[config.mk]
export PLATFORM = sky130hd
export DESIGN_NAME = pmo_top
export DESIGN_NICKNAME = d
export VERILOG_FILES = /design/src/hw/pmo_pkg.sv /design/src/hw/pmo_mode_sel.sv /design/src/hw/pmo_top.sv
export SDC_FILE = /design/constraint.sdc
export NUM_CORES = 1
export LEC_CHECK = 0
export BUFFER_PORTS_ARGS = -buffer_cell sky130_fd_sc_hd__buf_2
export CAP_MARGIN = 10
export CORE_MARGIN = 2
export CORE_UTILIZATION = 28
export CTS_BUF_LIST = sky130_fd_sc_hd__clkbuf_4
export DETAILED_ROUTE_END_ITERATION = 6
export SETUP_SLACK_MARGIN = 0.05
export SYNTH_ARGS = -nofsm -noshare
export SYNTH_HDL_FRONTEND = slang
export SYNTH_SLANG_ARGS = --single-unit
[constraint.sdc]
create_clock -name clk -period 2.5 [get_ports clk]
set_clock_uncertainty 0.05 [all_clocks]
set_input_delay 0.25 -clock clk [delete_from_list [all_inputs] [get_ports clk]]
set_output_delay 0.25 -clock clk [all_outputs]
set_load 0.1 [all_outputs]
[src/hw/pmo_pkg.sv]
// constants, types and register map of the power-mode output pin block
package pmo_pkg;

    // ****************************************************************
    // bus geometry
    // ****************************************************************
    localparam int          ADDR_W   = 10;       // byte address on the bus
    localparam int          DATA_W   = 32;
    localparam int          REG_W    = 8;        // documented register width
    localparam int          NIB_W    = 4;        // one nibble per pin
    localparam int          NUM_PINS = 4;

    // ****************************************************************
    // register indices; byte address is four times the index
    // ****************************************************************
    localparam logic [7:0]  IDX_HDD_AUX  = 8'hab;
    localparam logic [7:0]  IDX_FDD_PIO  = 8'hac;
    localparam logic [7:0]  IDX_PIN_STAT = 8'hb8; // read-only pin and mode view

    localparam logic [ADDR_W-1:0] ADDR_HDD_AUX  = {IDX_HDD_AUX, 2'b00};
    localparam logic [ADDR_W-1:0] ADDR_FDD_PIO  = {IDX_FDD_PIO, 2'b00};
    localparam logic [ADDR_W-1:0] ADDR_PIN_STAT = {IDX_PIN_STAT, 2'b00};

    // ****************************************************************
    // reset values
    // ****************************************************************
    localparam logic [REG_W-1:0] RST_HDD_AUX = 8'h00;
    localparam logic [REG_W-1:0] RST_FDD_PIO = 8'h00;

    // power-on pin levels: hdd low, aux high, pio low, floppy low
    localparam logic RST_HDD_PIN    = 1'b0;
    localparam logic RST_AUX_PIN    = 1'b1;
    localparam logic RST_PIO_PIN    = 1'b0;
    localparam logic RST_FLOPPY_PIN = 1'b0;

    // ****************************************************************
    // field layout
    // ****************************************************************
    // nibble slot order in {fdd_pio, hdd_aux}: aux, hdd, floppy, pio
    localparam int SLOT_AUX    = 0;
    localparam int SLOT_HDD    = 1;
    localparam int SLOT_FLOPPY = 2;
    localparam int SLOT_PIO    = 3;

    localparam int NIB_LO_LSB = 0;   // bits 3..0
    localparam int NIB_HI_LSB = 4;   // bits 7..4

    // bit inside a nibble for each mode
    localparam int BIT_RUN     = 0;
    localparam int BIT_DOZE    = 1;
    localparam int BIT_SLEEP   = 2;
    localparam int BIT_SUSPEND = 3;

    // status register layout
    localparam int STAT_PIN_LSB  = 0;   // four pin levels in slot order
    localparam int STAT_MODE_LSB = 4;   // current mode code, three bits
    localparam int MODE_W        = 3;

    localparam logic [NIB_W-1:0] NIB_ZERO = 4'h0;
    localparam logic [DATA_W-1:0] RD_ZERO = 32'h0000_0000;

    // ****************************************************************
    // types
    // ****************************************************************
    typedef enum logic [MODE_W-1:0] {
        PMO_HS_PLL,
        PMO_LS_PLL,
        PMO_DOZE,
        PMO_SLEEP,
        PMO_SUSPEND
    } pmo_mode_e;

    typedef struct packed {
        logic pio;
        logic floppy;
        logic hdd;
        logic aux;
    } pmo_pins_s;

    typedef struct packed {
        logic hdd;
        logic floppy;
        logic pio;
    } pmo_expiry_s;

endpackage

[src/hw/pmo_mode_sel.sv]
// picks one pin level out of a four-bit mode nibble
`timescale 1ns/1ps

module pmo_mode_sel (
    input  wire logic [pmo_pkg::NIB_W-1:0] nibble,
    input  wire pmo_pkg::pmo_mode_e        mode,
    input  wire logic                      invert,
    output logic                           level
);

    logic sel;

    // both pll modes share the run bit; unknown codes fall back to run
    always_comb begin
        sel = nibble[pmo_pkg::BIT_RUN];
        unique case (mode)
            pmo_pkg::PMO_HS_PLL,
            pmo_pkg::PMO_LS_PLL:  sel = nibble[pmo_pkg::BIT_RUN];
            pmo_pkg::PMO_DOZE:    sel = nibble[pmo_pkg::BIT_DOZE];
            pmo_pkg::PMO_SLEEP:   sel = nibble[pmo_pkg::BIT_SLEEP];
            pmo_pkg::PMO_SUSPEND: sel = nibble[pmo_pkg::BIT_SUSPEND];
            default:              sel = nibble[pmo_pkg::BIT_RUN];
        endcase
        level = sel ^ invert;   // aux pin: a zero bit drives high
    end

endmodule

[src/hw/pmo_top.sv]
// power-mode output pin controller with avalon-mm register slave
//
// Behaviour
// - hdd pin follows upper nibble of first register, bit by current mode.
// - aux pin is inverse of lower nibble bit of first register, by mode.
// - hdd pin low after reset and low whenever its selected bit is zero.
// - aux pin high after reset and high whenever its selected bit is zero.
// - hdd timer expiry clears upper nibble of first register.
// - pio pin follows upper nibble of second register, bit by mode.
// - floppy pin follows lower nibble of second register, bit by mode.
// - floppy and pio pins low after reset and when selected bit zero.
// - pio timer expiry clears upper nibble of second register.
// - floppy timer expiry clears lower nibble of second register.
`timescale 1ns/1ps

module pmo_top (
    input  wire logic                         clk,
    input  wire logic                         rst_n,
    // avalon-mm slave
    input  wire logic [pmo_pkg::ADDR_W-1:0]   address,
    input  wire logic                         read,
    input  wire logic                         write,
    input  wire logic [pmo_pkg::DATA_W-1:0]   writedata,
    input  wire logic [3:0]                   byteenable,
    output logic      [pmo_pkg::DATA_W-1:0]   readdata,
    output logic                              waitrequest,
    // power management state
    input  wire pmo_pkg::pmo_mode_e           mode,
    input  wire logic                         hdd_timer_expired,
    input  wire logic                         floppy_timer_expired,
    input  wire logic                         pio_timer_expired,
    // power pins
    output logic                              hdd_power_out,
    output logic                              aux_inverted_power_out,
    output logic                              pio_power_out,
    output logic                              floppy_power_out
);

    // ****************************************************************
    // declarations
    // ****************************************************************
    localparam int NIB_HI_MSB = pmo_pkg::NIB_HI_LSB + pmo_pkg::NIB_W - 1;
    localparam int NIB_LO_MSB = pmo_pkg::NIB_LO_LSB + pmo_pkg::NIB_W - 1;
    localparam int STAT_MODE_MSB = pmo_pkg::STAT_MODE_LSB + pmo_pkg::MODE_W - 1;
    localparam int STAT_PIN_MSB  = pmo_pkg::STAT_PIN_LSB + pmo_pkg::NUM_PINS - 1;

    logic                              ack_q;
    logic                              ack_d;
    logic [pmo_pkg::DATA_W-1:0]        rdata_q;
    logic [pmo_pkg::DATA_W-1:0]        rdata_d;

    logic [pmo_pkg::REG_W-1:0]         hdd_aux_q;
    logic [pmo_pkg::REG_W-1:0]         hdd_aux_d;
    logic [pmo_pkg::REG_W-1:0]         fdd_pio_q;
    logic [pmo_pkg::REG_W-1:0]         fdd_pio_d;

    pmo_pkg::pmo_pins_s                pins_q;
    pmo_pkg::pmo_pins_s                pins_d;
    pmo_pkg::pmo_expiry_s              expiry;

    logic [pmo_pkg::NUM_PINS-1:0]      sel_level;
    logic [2*pmo_pkg::REG_W-1:0]       nibbles;
    logic                              req;
    logic                              wr_fire;
    logic                              wr_lane0;
    logic                              hit_hdd_aux;
    logic                              hit_fdd_pio;
    logic                              hit_stat;

    // ****************************************************************
    // bus handshake
    // ****************************************************************
    // every access takes one wait cycle; the registered answer keeps
    // readdata off the combinational decode path
    assign req         = read | write;
    assign waitrequest = req & ~ack_q;
    assign readdata    = rdata_q;
    assign wr_fire     = write & ack_q;
    assign wr_lane0    = byteenable[0];   // registers live in byte lane 0

    assign hit_hdd_aux = (address == pmo_pkg::ADDR_HDD_AUX);
    assign hit_fdd_pio = (address == pmo_pkg::ADDR_FDD_PIO);
    assign hit_stat    = (address == pmo_pkg::ADDR_PIN_STAT);

    // ack rises one cycle after the request and drops after it is taken
    always_comb begin
        ack_d   = req & ~ack_q;
        rdata_d = rdata_q;
        if (read & ~ack_q) begin
            rdata_d = pmo_pkg::RD_ZERO;   // unmapped reads return zero
            if (hit_hdd_aux) begin
                rdata_d[pmo_pkg::REG_W-1:0] = hdd_aux_q;
            end else if (hit_fdd_pio) begin
                rdata_d[pmo_pkg::REG_W-1:0] = fdd_pio_q;
            end else if (hit_stat) begin
                rdata_d[STAT_PIN_MSB:pmo_pkg::STAT_PIN_LSB]   = pins_q;
                rdata_d[STAT_MODE_MSB:pmo_pkg::STAT_MODE_LSB] = mode;
            end
        end
    end

    // bus handshake registers
    always_ff @(posedge clk or negedge rst_n) begin
        if (!rst_n) begin
            ack_q   <= 1'b0;
            rdata_q <= pmo_pkg::RD_ZERO;
        end else begin
            ack_q   <= ack_d;
            rdata_q <= rdata_d;
        end
    end

    // ****************************************************************
    // output control registers
    // ****************************************************************
    assign expiry.hdd    = hdd_timer_expired;
    assign expiry.floppy = floppy_timer_expired;
    assign expiry.pio    = pio_timer_expired;

    // software write first, then timer clears on top: an expiry in the
    // same cycle as a write wins so a powered-down drive stays off
    always_comb begin
        hdd_aux_d = hdd_aux_q;
        fdd_pio_d = fdd_pio_q;
        if (wr_fire && wr_lane0 && hit_hdd_aux) begin
            hdd_aux_d = writedata[pmo_pkg::REG_W-1:0];
        end
        if (wr_fire && wr_lane0 && hit_fdd_pio) begin
            fdd_pio_d = writedata[pmo_pkg::REG_W-1:0];
        end
        if (expiry.hdd) begin
            hdd_aux_d[NIB_HI_MSB:pmo_pkg::NIB_HI_LSB] = pmo_pkg::NIB_ZERO;
        end
        if (expiry.pio) begin
            fdd_pio_d[NIB_HI_MSB:pmo_pkg::NIB_HI_LSB] = pmo_pkg::NIB_ZERO;
        end
        if (expiry.floppy) begin
            fdd_pio_d[NIB_LO_MSB:pmo_pkg::NIB_LO_LSB] = pmo_pkg::NIB_ZERO;
        end
    end

    // control register storage; timers are trusted to be off when unused
    always_ff @(posedge clk or negedge rst_n) begin
        if (!rst_n) begin
            hdd_aux_q <= pmo_pkg::RST_HDD_AUX;
            fdd_pio_q <= pmo_pkg::RST_FDD_PIO;
        end else begin
            hdd_aux_q <= hdd_aux_d;
            fdd_pio_q <= fdd_pio_d;
        end
    end

    // ****************************************************************
    // per-pin mode selection
    // ****************************************************************
    // slot order: aux, hdd, floppy, pio; only the aux slot inverts
    assign nibbles = {fdd_pio_q, hdd_aux_q};

    genvar g;
    generate
        for (g = 0; g < pmo_pkg::NUM_PINS; g = g + 1) begin : g_pin
            pmo_mode_sel u_sel (
                .nibble (nibbles[g*pmo_pkg::NIB_W +: pmo_pkg::NIB_W]),
                .mode   (mode),
                .invert (g == pmo_pkg::SLOT_AUX),
                .level  (sel_level[g])
            );
        end
    endgenerate

    // ****************************************************************
    // pin registers
    // ****************************************************************
    // levels follow the stored bits, so a mode change shows one clock later;
    // a write or a timer clear reaches the pins the clock after that
    always_comb begin
        pins_d.hdd    = sel_level[pmo_pkg::SLOT_HDD];
        pins_d.aux    = sel_level[pmo_pkg::SLOT_AUX];
        pins_d.pio    = sel_level[pmo_pkg::SLOT_PIO];
        pins_d.floppy = sel_level[pmo_pkg::SLOT_FLOPPY];
    end

    // registered pins avoid glitches on external power switches
    always_ff @(posedge clk or negedge rst_n) begin
        if (!rst_n) begin
            pins_q.hdd    <= pmo_pkg::RST_HDD_PIN;
            pins_q.aux    <= pmo_pkg::RST_AUX_PIN;
            pins_q.pio    <= pmo_pkg::RST_PIO_PIN;
            pins_q.floppy <= pmo_pkg::RST_FLOPPY_PIN;
        end else begin
            pins_q <= pins_d;
        end
    end

    assign hdd_power_out          = pins_q.hdd;
    assign aux_inverted_power_out = pins_q.aux;
    assign pio_power_out          = pins_q.pio;
    assign floppy_power_out       = pins_q.floppy;

endmodule

==> run_results.csv, run 1 <==
group,metric,value,unit
run_status,outcome,"complete, no violations",
clock_tree,clock-sinks,29,
routing,routedWlPerCell,12.9,um
critical_path,start_kind,"flip-flop",
routing,dr.pass1.iters,4,
finish,final_common_cell,"buf_2",
logic_synthesis,synth_top_area_share,40.5,%
placed_design,portBuffers,41,
routing,drt-initial-drc-count,76,
power,swShare,39.2,%
clock_tree,cts_root_buffer,"clkbuf_4",
critical_path,r2r-start,"ack_q",
global_route,grt_pass1_wl,5980,um
logic_synthesis,yosys_warnings,0,
finish,ff_latch_area,727,sq um
floorplanning,dieArea,0.00683,sq mm
routing,drt_wl_total,3730,um
sta,drv_slew,0,
power,ir_drop,179,uV
placed_design,dpl_cell_area,0.00192,sq mm
global_route,grtUsageMet1,14.7,%
critical_path,crit_family,"flip-flops",
hold_path,whs_endpoint,"hdd_aux_q[2]",
floorplanning,core_area,0.00596,sq mm
clock_tree,numCtsBuffers,5,
logic_synthesis,yosysSeqAreaShare,42.0,%
clock_tree,cts_setup_buffers,0,
clock_tree,clk_pin_slew,0.09,ns
critical_path,timing.critical_path.buf_inv,1,
routing,detail-route-antenna-nets,0,
global_route,grt-busiest-layer,"met2",
routing,vias,1323,
finish,diodes,0,
critical_path,end_kind,"primary output",
power,p_comb_share,28.3,%
hold_path,hp-start,"writedata[2]",
critical_path,cp_slowest_cell,"dfstp_2",
critical_path,crit_type,"reg2out",
logic_synthesis,synthAdderAreaFrac,0,%
power,p_clk_share,25.4,%
hold_path,hold_path_class,"in2reg",
floorplanning,initial_core_util,29.1,%
logic_synthesis,synthXorXnorAreaFrac,0,%
power,leakagePower,0.945,nW
finish,drive_above_1_share,28.5,%
global_route,gr-usage-met3,5.00,%
placed_design,gp_congestion,0.777,
critical_path,r2r_end,"hdd_aux_q[3]",
logic_synthesis,synthTopCellsByArea,"dfrtp_1 40%, buf_4 11%, nand2b_1 9.4%",
sta,hold_violations,0,
logic_synthesis,synth-seq-cells,29,
sta,rsz0062_at_grt,"false",
finish,n_fill_cell,605,
finish,layout_common_cells,"41 x buf_2, 28 x dfrtp_1, 26 x nand2b_1",
clock_tree,htreeDepth,2,
routing,remaining_drc_errors,0,
logic_synthesis,syn_avg_cell_area,10.1,sq um
global_route,grt_overflow,0,
hold_path,whs_path_depth,2,
critical_path,crit_arrival,1.29,ns
critical_path,path_cells,"buf_2",
global_route,grt_use_met2,18.3,%
sta,setup_viol,0,
sta,min_period_over_period,63.6,%
logic_synthesis,synth_top_family_by_area,"simple AND/OR/NAND/NOR gates",
critical_path,worst-path-max-fanout,2,
global_route,grtUsageTotal,11.9,%
logic_synthesis,yosys.area_share.simple,22.0,%
logic_synthesis,synth_largest_area_cell,"dfrtp_1",
placed_design,dp_cells,281,
finish,nets,270,
logic_synthesis,synth-compound-area-share,11.1,%
sta,min_period,1.59,ns
power,seqPwrFrac,46.3,%
critical_path,max_stage_delay,0.55,ns
logic_synthesis,syn_inst,171,
clock_tree,clk_latency,0.32,ns
placed_design,place.detailed.hpwl,2840,um
global_route,grt_max_degree,30,
sta,fmax,629,MHz
finish,multi_input_area,878,sq um
finish,final_area,0.00198,sq mm
sta,worst_slack,0.911,ns
clock_tree,cts_tree,"yes",
clock_tree,cts_buffer_depth,2,
routing,routed_via_density,4.58,
logic_synthesis,ys_types,30,
sta,tns,0,ns
critical_path,reg2reg_depth,3,
logic_synthesis,synth.area.mux_share,12.5,%
finish,area_growth,14.3,%
critical_path,reg2reg_slack,0.98,ns
sta,max_slew_margin,50.5,%
placed_design,pre_cts_ws,0.556,ns
power,intPower,630,uW
global_route,grt_pass1_vias,1221,
finish,final_cells,289,
clock_tree,hold_buffers,1,
power,power.density,524,mW/mm^2
sta,max_slew.worst_pin.slew,0.740,ns
floorplanning,ios,93,
global_route,antenna_found_initial,0,
job,drv_cap,0,
power,power,1.04,mW
logic_synthesis,mappedNetlistArea,0.00173,sq mm
floorplanning,die_h,82.6,um
floorplanning,placementRows,28,
critical_path,required,2.20,ns
power,p_switching,406,uW
floorplanning,die_w,82.6,um
clock_tree,ctsResizeCount,0,
-- synthesized netlist by cell type, drive strengths merged --
cell,instances
mux2i,16
nor3,1
o31ai,7
o211ai,3
mux2,5
or3,3
clkbuf,5
a211oi,1
nor3b,1
dfstp,1
nand2,13
conb,1
or2,1
a22oi,1
a221oi,7
dfrtp,28
buf,26
a21oi,1
and4bb,1
nand2b,26
nor4b,3
nor2,11
nand3,1
o21ai,7
and2,1
-- power groups by stage --
stage	registers [mW]	clock network [mW]	logic, mW
finish	0.480	0.263	0.293
global route	0.480	0.298	0.310
CTS	0.479	0.277	0.294
detailed placement	0.489	0	0.293
global placement	0.489	0	0.291
floorplan	0.518	0	0.241
-- sequential cells by signal (all words and copies together), names as in the netlist --
register                flops
fdd_pio_q                   8
hdd_aux_q                   8
readdata                    8
ack_q                       1
aux_inverted_power_out      1
floppy_power_out            1
hdd_power_out               1
pio_power_out               1
-- cell families after synthesis --
logic type      Yosys count
compound gates           27
buf+inv                  31
flops                    29
mux                      21
other cells               1
simple gates             62
-- layer usage --
metal	vias up	routed length (um)
met4	0	55
met3	6	356
met2	56	1680
li1	637	-
met5	-	0
met1	624	1640
-- layout make-up --
class,instances,share of cell area [%]
sequential,29,36.7
multi-input combinational,134,44.4
clock buffer,6,2.28
timing repair buffer,44,11.6
tap,75,4.74
clock inverter,1,0.190
-- through the flow --
step                      utilization, %  hold WS, ns
after floorplan                        -      -0.0956
after global placement              32.2        0.275
after detailed placement            32.2        0.273
after CTS                           33.2        0.112
after global routing                33.2        0.113
final                               33.2        0.127
-- how the worst max path moves through the flow --
stage                                   endpoint  depth (start not counted)                   start
after detailed placement            hdd_aux_q[0]                          5              address[8]
after global routing                hdd_aux_q[3]                          5              address[8]
final                     aux_inverted_power_out                          1  aux_inverted_power_out
after CTS                            waitrequest                          2                   ack_q
after global placement              hdd_aux_q[3]                          5              address[6]
after floorplan                            ack_q                          1                   ack_q
No activity file was read; power rests on OpenSTA's default activity.
==> run 2: changes to the inputs <==
clock period = 1.6 ns   (was 2.5 ns; I/O delays follow)
==> run 2 against run 1 <==
Power up 58%. Final cell count up 2.4%. Non-clock buffer count up 6. Clock power up 60%. Sequential share of layout area down 1.1 points. Worst hold slack worse by 0.095 ns. Critical path depth unchanged. Via count down 1.5%. Clock-buffer cell count down 1. Highest routed layer unchanged.
==> run_results.csv, run 2 (synthesis results as in run 1) <==
group,metric,value,unit
clock_tree,numCtsBuffers,5,
placed_design,gp_congestion,0.764,
critical_path,crit_arrival,1.20,ns
routing,routedWlPerCell,12.8,um
clock_tree,clock-sinks,29,
routing,detail-route-antenna-nets,0,
placed_design,pre_cts_ws,-0.0602,ns
sta,drv_slew,0,
sta,min_period,1.41,ns
critical_path,reg2reg_depth,3,
clock_tree,clk_latency,0.32,ns
critical_path,worst-path-max-fanout,2,
floorplanning,placementRows,28,
power,ir_drop,318,uV
critical_path,r2r_end,"hdd_aux_q[1]",
power,intPower,982,uW
clock_tree,cts_root_buffer,"clkbuf_4",
floorplanning,core_area,0.00596,sq mm
critical_path,start_kind,"flip-flop",
global_route,grt_overflow,0,
sta,max_slew_margin,57.0,%
critical_path,r2r-start,"ack_q",
routing,routed_via_density,4.40,
sta,min_period_over_period,88.4,%
placed_design,dp_cells,287,
critical_path,cp_slowest_cell,"dfstp_2",
critical_path,crit_type,"reg2out",
critical_path,timing.critical_path.buf_inv,1,
power,seqPwrFrac,45.7,%
sta,tns,0,ns
sta,rsz0062_at_grt,"false",
routing,dr.pass1.iters,4,
global_route,grt_pass1_wl,5970,um
critical_path,crit_end,"aux_inverted_power_out",
critical_path,end_kind,"primary output",
global_route,grt_max_degree,30,
floorplanning,ios,93,
finish,layout_common_cells,"39 x buf_2, 28 x dfrtp_1, 26 x nand2b_1",
floorplanning,die_h,82.6,um
floorplanning,dieArea,0.00683,sq mm
critical_path,crit_family,"flip-flops",
finish,n_fill_cell,631,
power,leakagePower,0.979,nW
clock_tree,clk_pin_slew,0.10,ns
clock_tree,cts_buffer_depth,2,
critical_path,max_stage_delay,0.55,ns
run_status,outcome,"complete, no violations",
critical_path,path_cells,"clkbuf_4",
clock_tree,htreeDepth,2,
power,p_comb_share,28.6,%
critical_path,reg2reg_slack,0.20,ns
finish,diodes,0,
sta,setup_viol,0,
routing,remaining_drc_errors,0,
clock_tree,cts_setup_buffers,0,
routing,vias,1303,
sta,max_slew.worst_pin.slew,0.645,ns
sta,hold_violations,0,
finish,area_growth,17.7,%
power,swShare,40.2,%
finish,nets,276,
finish,drive_above_1_share,31.7,%
floorplanning,die_w,82.6,um
sta,worst_slack,0.186,ns
critical_path,startpoint,"aux_inverted_power_out",
job,drv_cap,0,
placed_design,portBuffers,41,
global_route,antenna_found_initial,0,
global_route,grt_pass1_vias,1283,
critical_path,required,1.39,ns
critical_path,crit_cells,1,
routing,drt_wl_total,3790,um
power,p_switching,659,uW
finish,final_cells,296,
clock_tree,cts_tree,"yes",
routing,drt-initial-drc-count,73,
placed_design,place.detailed.hpwl,2940,um
sta,fmax,707,MHz
floorplanning,initial_core_util,29.1,%
finish,final_common_cell,"buf_2",
power,power.density,805,mW/mm^2
global_route,grtUsageTotal,11.7,%
hold_path,hold_path_class,"in2reg",
power,p_clk_share,25.7,%
==> run 2: worst min-delay path by stage <==
stage / start / depth (start not counted) / end / slack (ns)
global placement: rst_n / 1 / hdd_aux_q[1] / 0.18
CTS: writedata[2] / 2 / hdd_aux_q[2] / 0.02
global route: writedata[3] / 2 / hdd_aux_q[3] / 0.03
detailed placement: rst_n / 1 / hdd_aux_q[1] / 0.17
floorplan: rst_n / 0 / ack_q / -0.19
finish: writedata[2] / 2 / hdd_aux_q[2] / 0.03
==> run 2: worst reg2reg max path: cells and delay by family, from the launching register on <==
kind / cells / cell delay, ns
mux: 1 / 0.38
flops: 1 / 0.38
simple gates: 2 / 0.46
==> run 2: repair_timing <==
action	in CTS	in global routing
endpoints found under the hold margin	28	0
gates resized for setup	0	2
endpoints found under the setup margin	0	2
hold buffers	1	0
==> run 2: cell type report <==
class	count	area, sq um	area share, %
multi-input cells	134	881	43.2
clock buffers	5	37.5	1.84
well taps	75	93.8	4.61
flip-flops and latches	29	727	35.7
clock inverters	3	17.5	0.860
repair buffers	50	280	13.8
==> run 2: through the flow <==
stage | hold WS, ns | instance area, sq um | util, % | total power, mW
after floorplan | -0.186 | 1820 | - | 1.19
after global placement | 0.183 | 1970 | 33.0 | 1.23
after detailed placement | 0.172 | 1970 | 33.0 | 1.23
after CTS | 0.0187 | 2030 | 34.1 | 1.66
after global routing | 0.0310 | 2040 | 34.2 | 1.72
final | 0.0322 | 2040 | 34.2 | 1.64
==> run 2: layer usage <==
layer  GRT usage, %  vias to the layer above  wire length (um)  part of all wire [%]
met1           15.0                      602              1710                    45
met3           3.91                        4               289                   7.6
met2           18.1                       49              1760                    46
li1               -                      648                 -                     -
met5              0                        -                 0                     0
met4           4.75                        0                28                  0.74
==> run 2: power groups by stage <==
stage | registers [mW] | clock network, mW | logic [mW]
after global placement | 0.765 | 0 | 0.464
final | 0.750 | 0.422 | 0.469
after global routing | 0.752 | 0.477 | 0.496
after floorplan | 0.810 | 0 | 0.377
after CTS | 0.750 | 0.441 | 0.469
after detailed placement | 0.764 | 0 | 0.467
==> run 3: changes to the inputs <==
CORE_UTILIZATION = 30   (was 28)
==> run 3 against run 2 <==
Die area decreased by 6.4%. First-iteration DRC count decreased by 12%. Clock-buffer cell count grew 3. Sequential power hardly changed.
==> run_results.csv, run 3 (synthesis results as in run 1) <==
group,metric,value,unit
clock_tree,cts_tree,"yes",
global_route,grtUsageTotal,12.7,%
floorplanning,dieArea,0.00639,sq mm
hold_path,hold_path_class,"in2reg",
sta,max_slew.worst_pin.slew,0.646,ns
sta,drv_slew,0,
floorplanning,core_area,0.00554,sq mm
critical_path,crit_cells,1,
floorplanning,placementRows,27,
sta,min_period,1.51,ns
placed_design,dpl_cell_area,0.00196,sq mm
critical_path,crit_arrival,1.30,ns
sta,rsz0062_at_grt,"false",
finish,drive_above_1_share,31.7,%
clock_tree,htreeDepth,2,
clock_tree,cts_root_buffer,"clkbuf_4",
floorplanning,initial_core_util,31.2,%
finish,diodes,0,
sta,fmax,661,MHz
sta,max_slew_margin,56.9,%
critical_path,startpoint,"aux_inverted_power_out",
run_status,outcome,"complete, no violations",
routing,remaining_drc_errors,0,
critical_path,r2r_end,"hdd_aux_q[5]",
clock_tree,numCtsBuffers,5,
critical_path,start_kind,"flip-flop",
routing,routedWlPerCell,12.8,um
critical_path,worst-path-max-fanout,2,
floorplanning,ios,93,
clock_tree,cts_buffer_depth,2,
critical_path,cp_slowest_cell,"dfstp_2",
finish,final_common_cell,"buf_2",
routing,drt-initial-drc-count,64,
routing,routed_via_density,4.51,
placed_design,portBuffers,41,
critical_path,crit_family,"flip-flops",
power,power.density,834,mW/mm^2
floorplanning,die_w,79.9,um
finish,area_growth,17.6,%
clock_tree,clk_pin_slew,0.09,ns
placed_design,place.detailed.hpwl,2870,um
routing,vias,1322,
finish,fin_util,36.7,%
routing,detail-route-antenna-nets,0,
finish,nets,276,
placed_design,gp_congestion,0.814,
global_route,grt_pass1_wl,6170,um
clock_tree,clock-sinks,29,
critical_path,crit_type,"reg2out",
critical_path,reg2reg_slack,0.23,ns
placed_design,dp_cells,284,
finish,final_area,0.00204,sq mm
clock_tree,clk_latency,0.33,ns
critical_path,reg2reg_depth,4,
global_route,antenna_found_initial,0,
sta,hold_violations,0,
finish,final_cells,293,
finish,layout_common_cells,"40 x buf_2, 28 x dfrtp_1, 26 x nand2b_1",
sta,setup_viol,0,
critical_path,required,1.39,ns
routing,drt_wl_total,3750,um
critical_path,crit_end,"aux_inverted_power_out",
global_route,grt_pass1_vias,1240,
critical_path,end_kind,"primary output",
floorplanning,die_h,79.9,um
critical_path,max_stage_delay,0.55,ns
power,ir_drop,195,uV
global_route,grt_max_degree,30,
sta,min_period_over_period,94.5,%
routing,dr.pass1.iters,4,
power,leakagePower,0.983,nW
critical_path,r2r-start,"ack_q",
critical_path,path_cells,"buf_2",
global_route,grt_overflow,0,
critical_path,timing.critical_path.buf_inv,1,
job,drv_cap,0,
sta,tns,0,ns
==> run 3: cell count changes in the layout (fill, tap and decap cells not counted) <==
cell / change
clkinvlp_4: -1
clkinv_2: -2
buf_2: +1
clkbuf_4: +2
==> run 3: cell type report <==
cell class | instances | area (sq um)
multi-input cells | 134 | 881
repair buffers | 50 | 278
flip-flops and latches | 29 | 727
fillers | 577 | 3500
clock buffers | 8 | 60.1
well taps | 72 | 90.1
==> run 3: worst min path at each step <==
stage	slack [ns]	depth (start not counted)	startpoint	endpoint
detailed placement	0.18	1	rst_n	readdata[5]
global placement	0.19	1	rst_n	readdata[5]
finish	0.03	2	writedata[3]	hdd_aux_q[3]
CTS	0.02	2	writedata[3]	hdd_aux_q[3]
floorplan	-0.19	0	rst_n	ack_q
global route	0.03	2	writedata[3]	hdd_aux_q[3]
==> run 3: power breakdown <==
part           internal [mW]  leakage, nW  total (mW)  switching [mW]
combinational         0.0730        0.549       0.468           0.395
clock                  0.226       0.0368       0.481           0.255
sequential             0.743        0.397       0.750         0.00700
==> run 3: what timing repair did <==
| action | in CTS | in global routing |
|---|---|---|
| setup endpoints to repair | 0 | 1 |
| gates resized for setup | 0 | 1 |
| setup buffers | 0 | 0 |
| hold buffers | 1 | 0 |
| hold endpoints to repair | 28 | 0 |
==> run 3: metrics by stage <==
step	hold slack [ns]	total power, mW	setup slack [ns]
floorplan	-0.186	1.19	0.119
global placement	0.185	1.23	0.00550
detailed placement	0.179	1.23	-0.0391
CTS	0.0196	1.71	0.0628
global route	0.0287	1.76	0.0517
finish	0.0279	1.70	0.0873
==> run 3: per-layer routing <==
metal  wire, um  part of all wire (%)  track usage, %
met1       1800                    48            17.3
met5          0                     0               0
met2       1640                    44            18.5
met4         57                   1.5            4.58
met3        256                   6.8            4.64
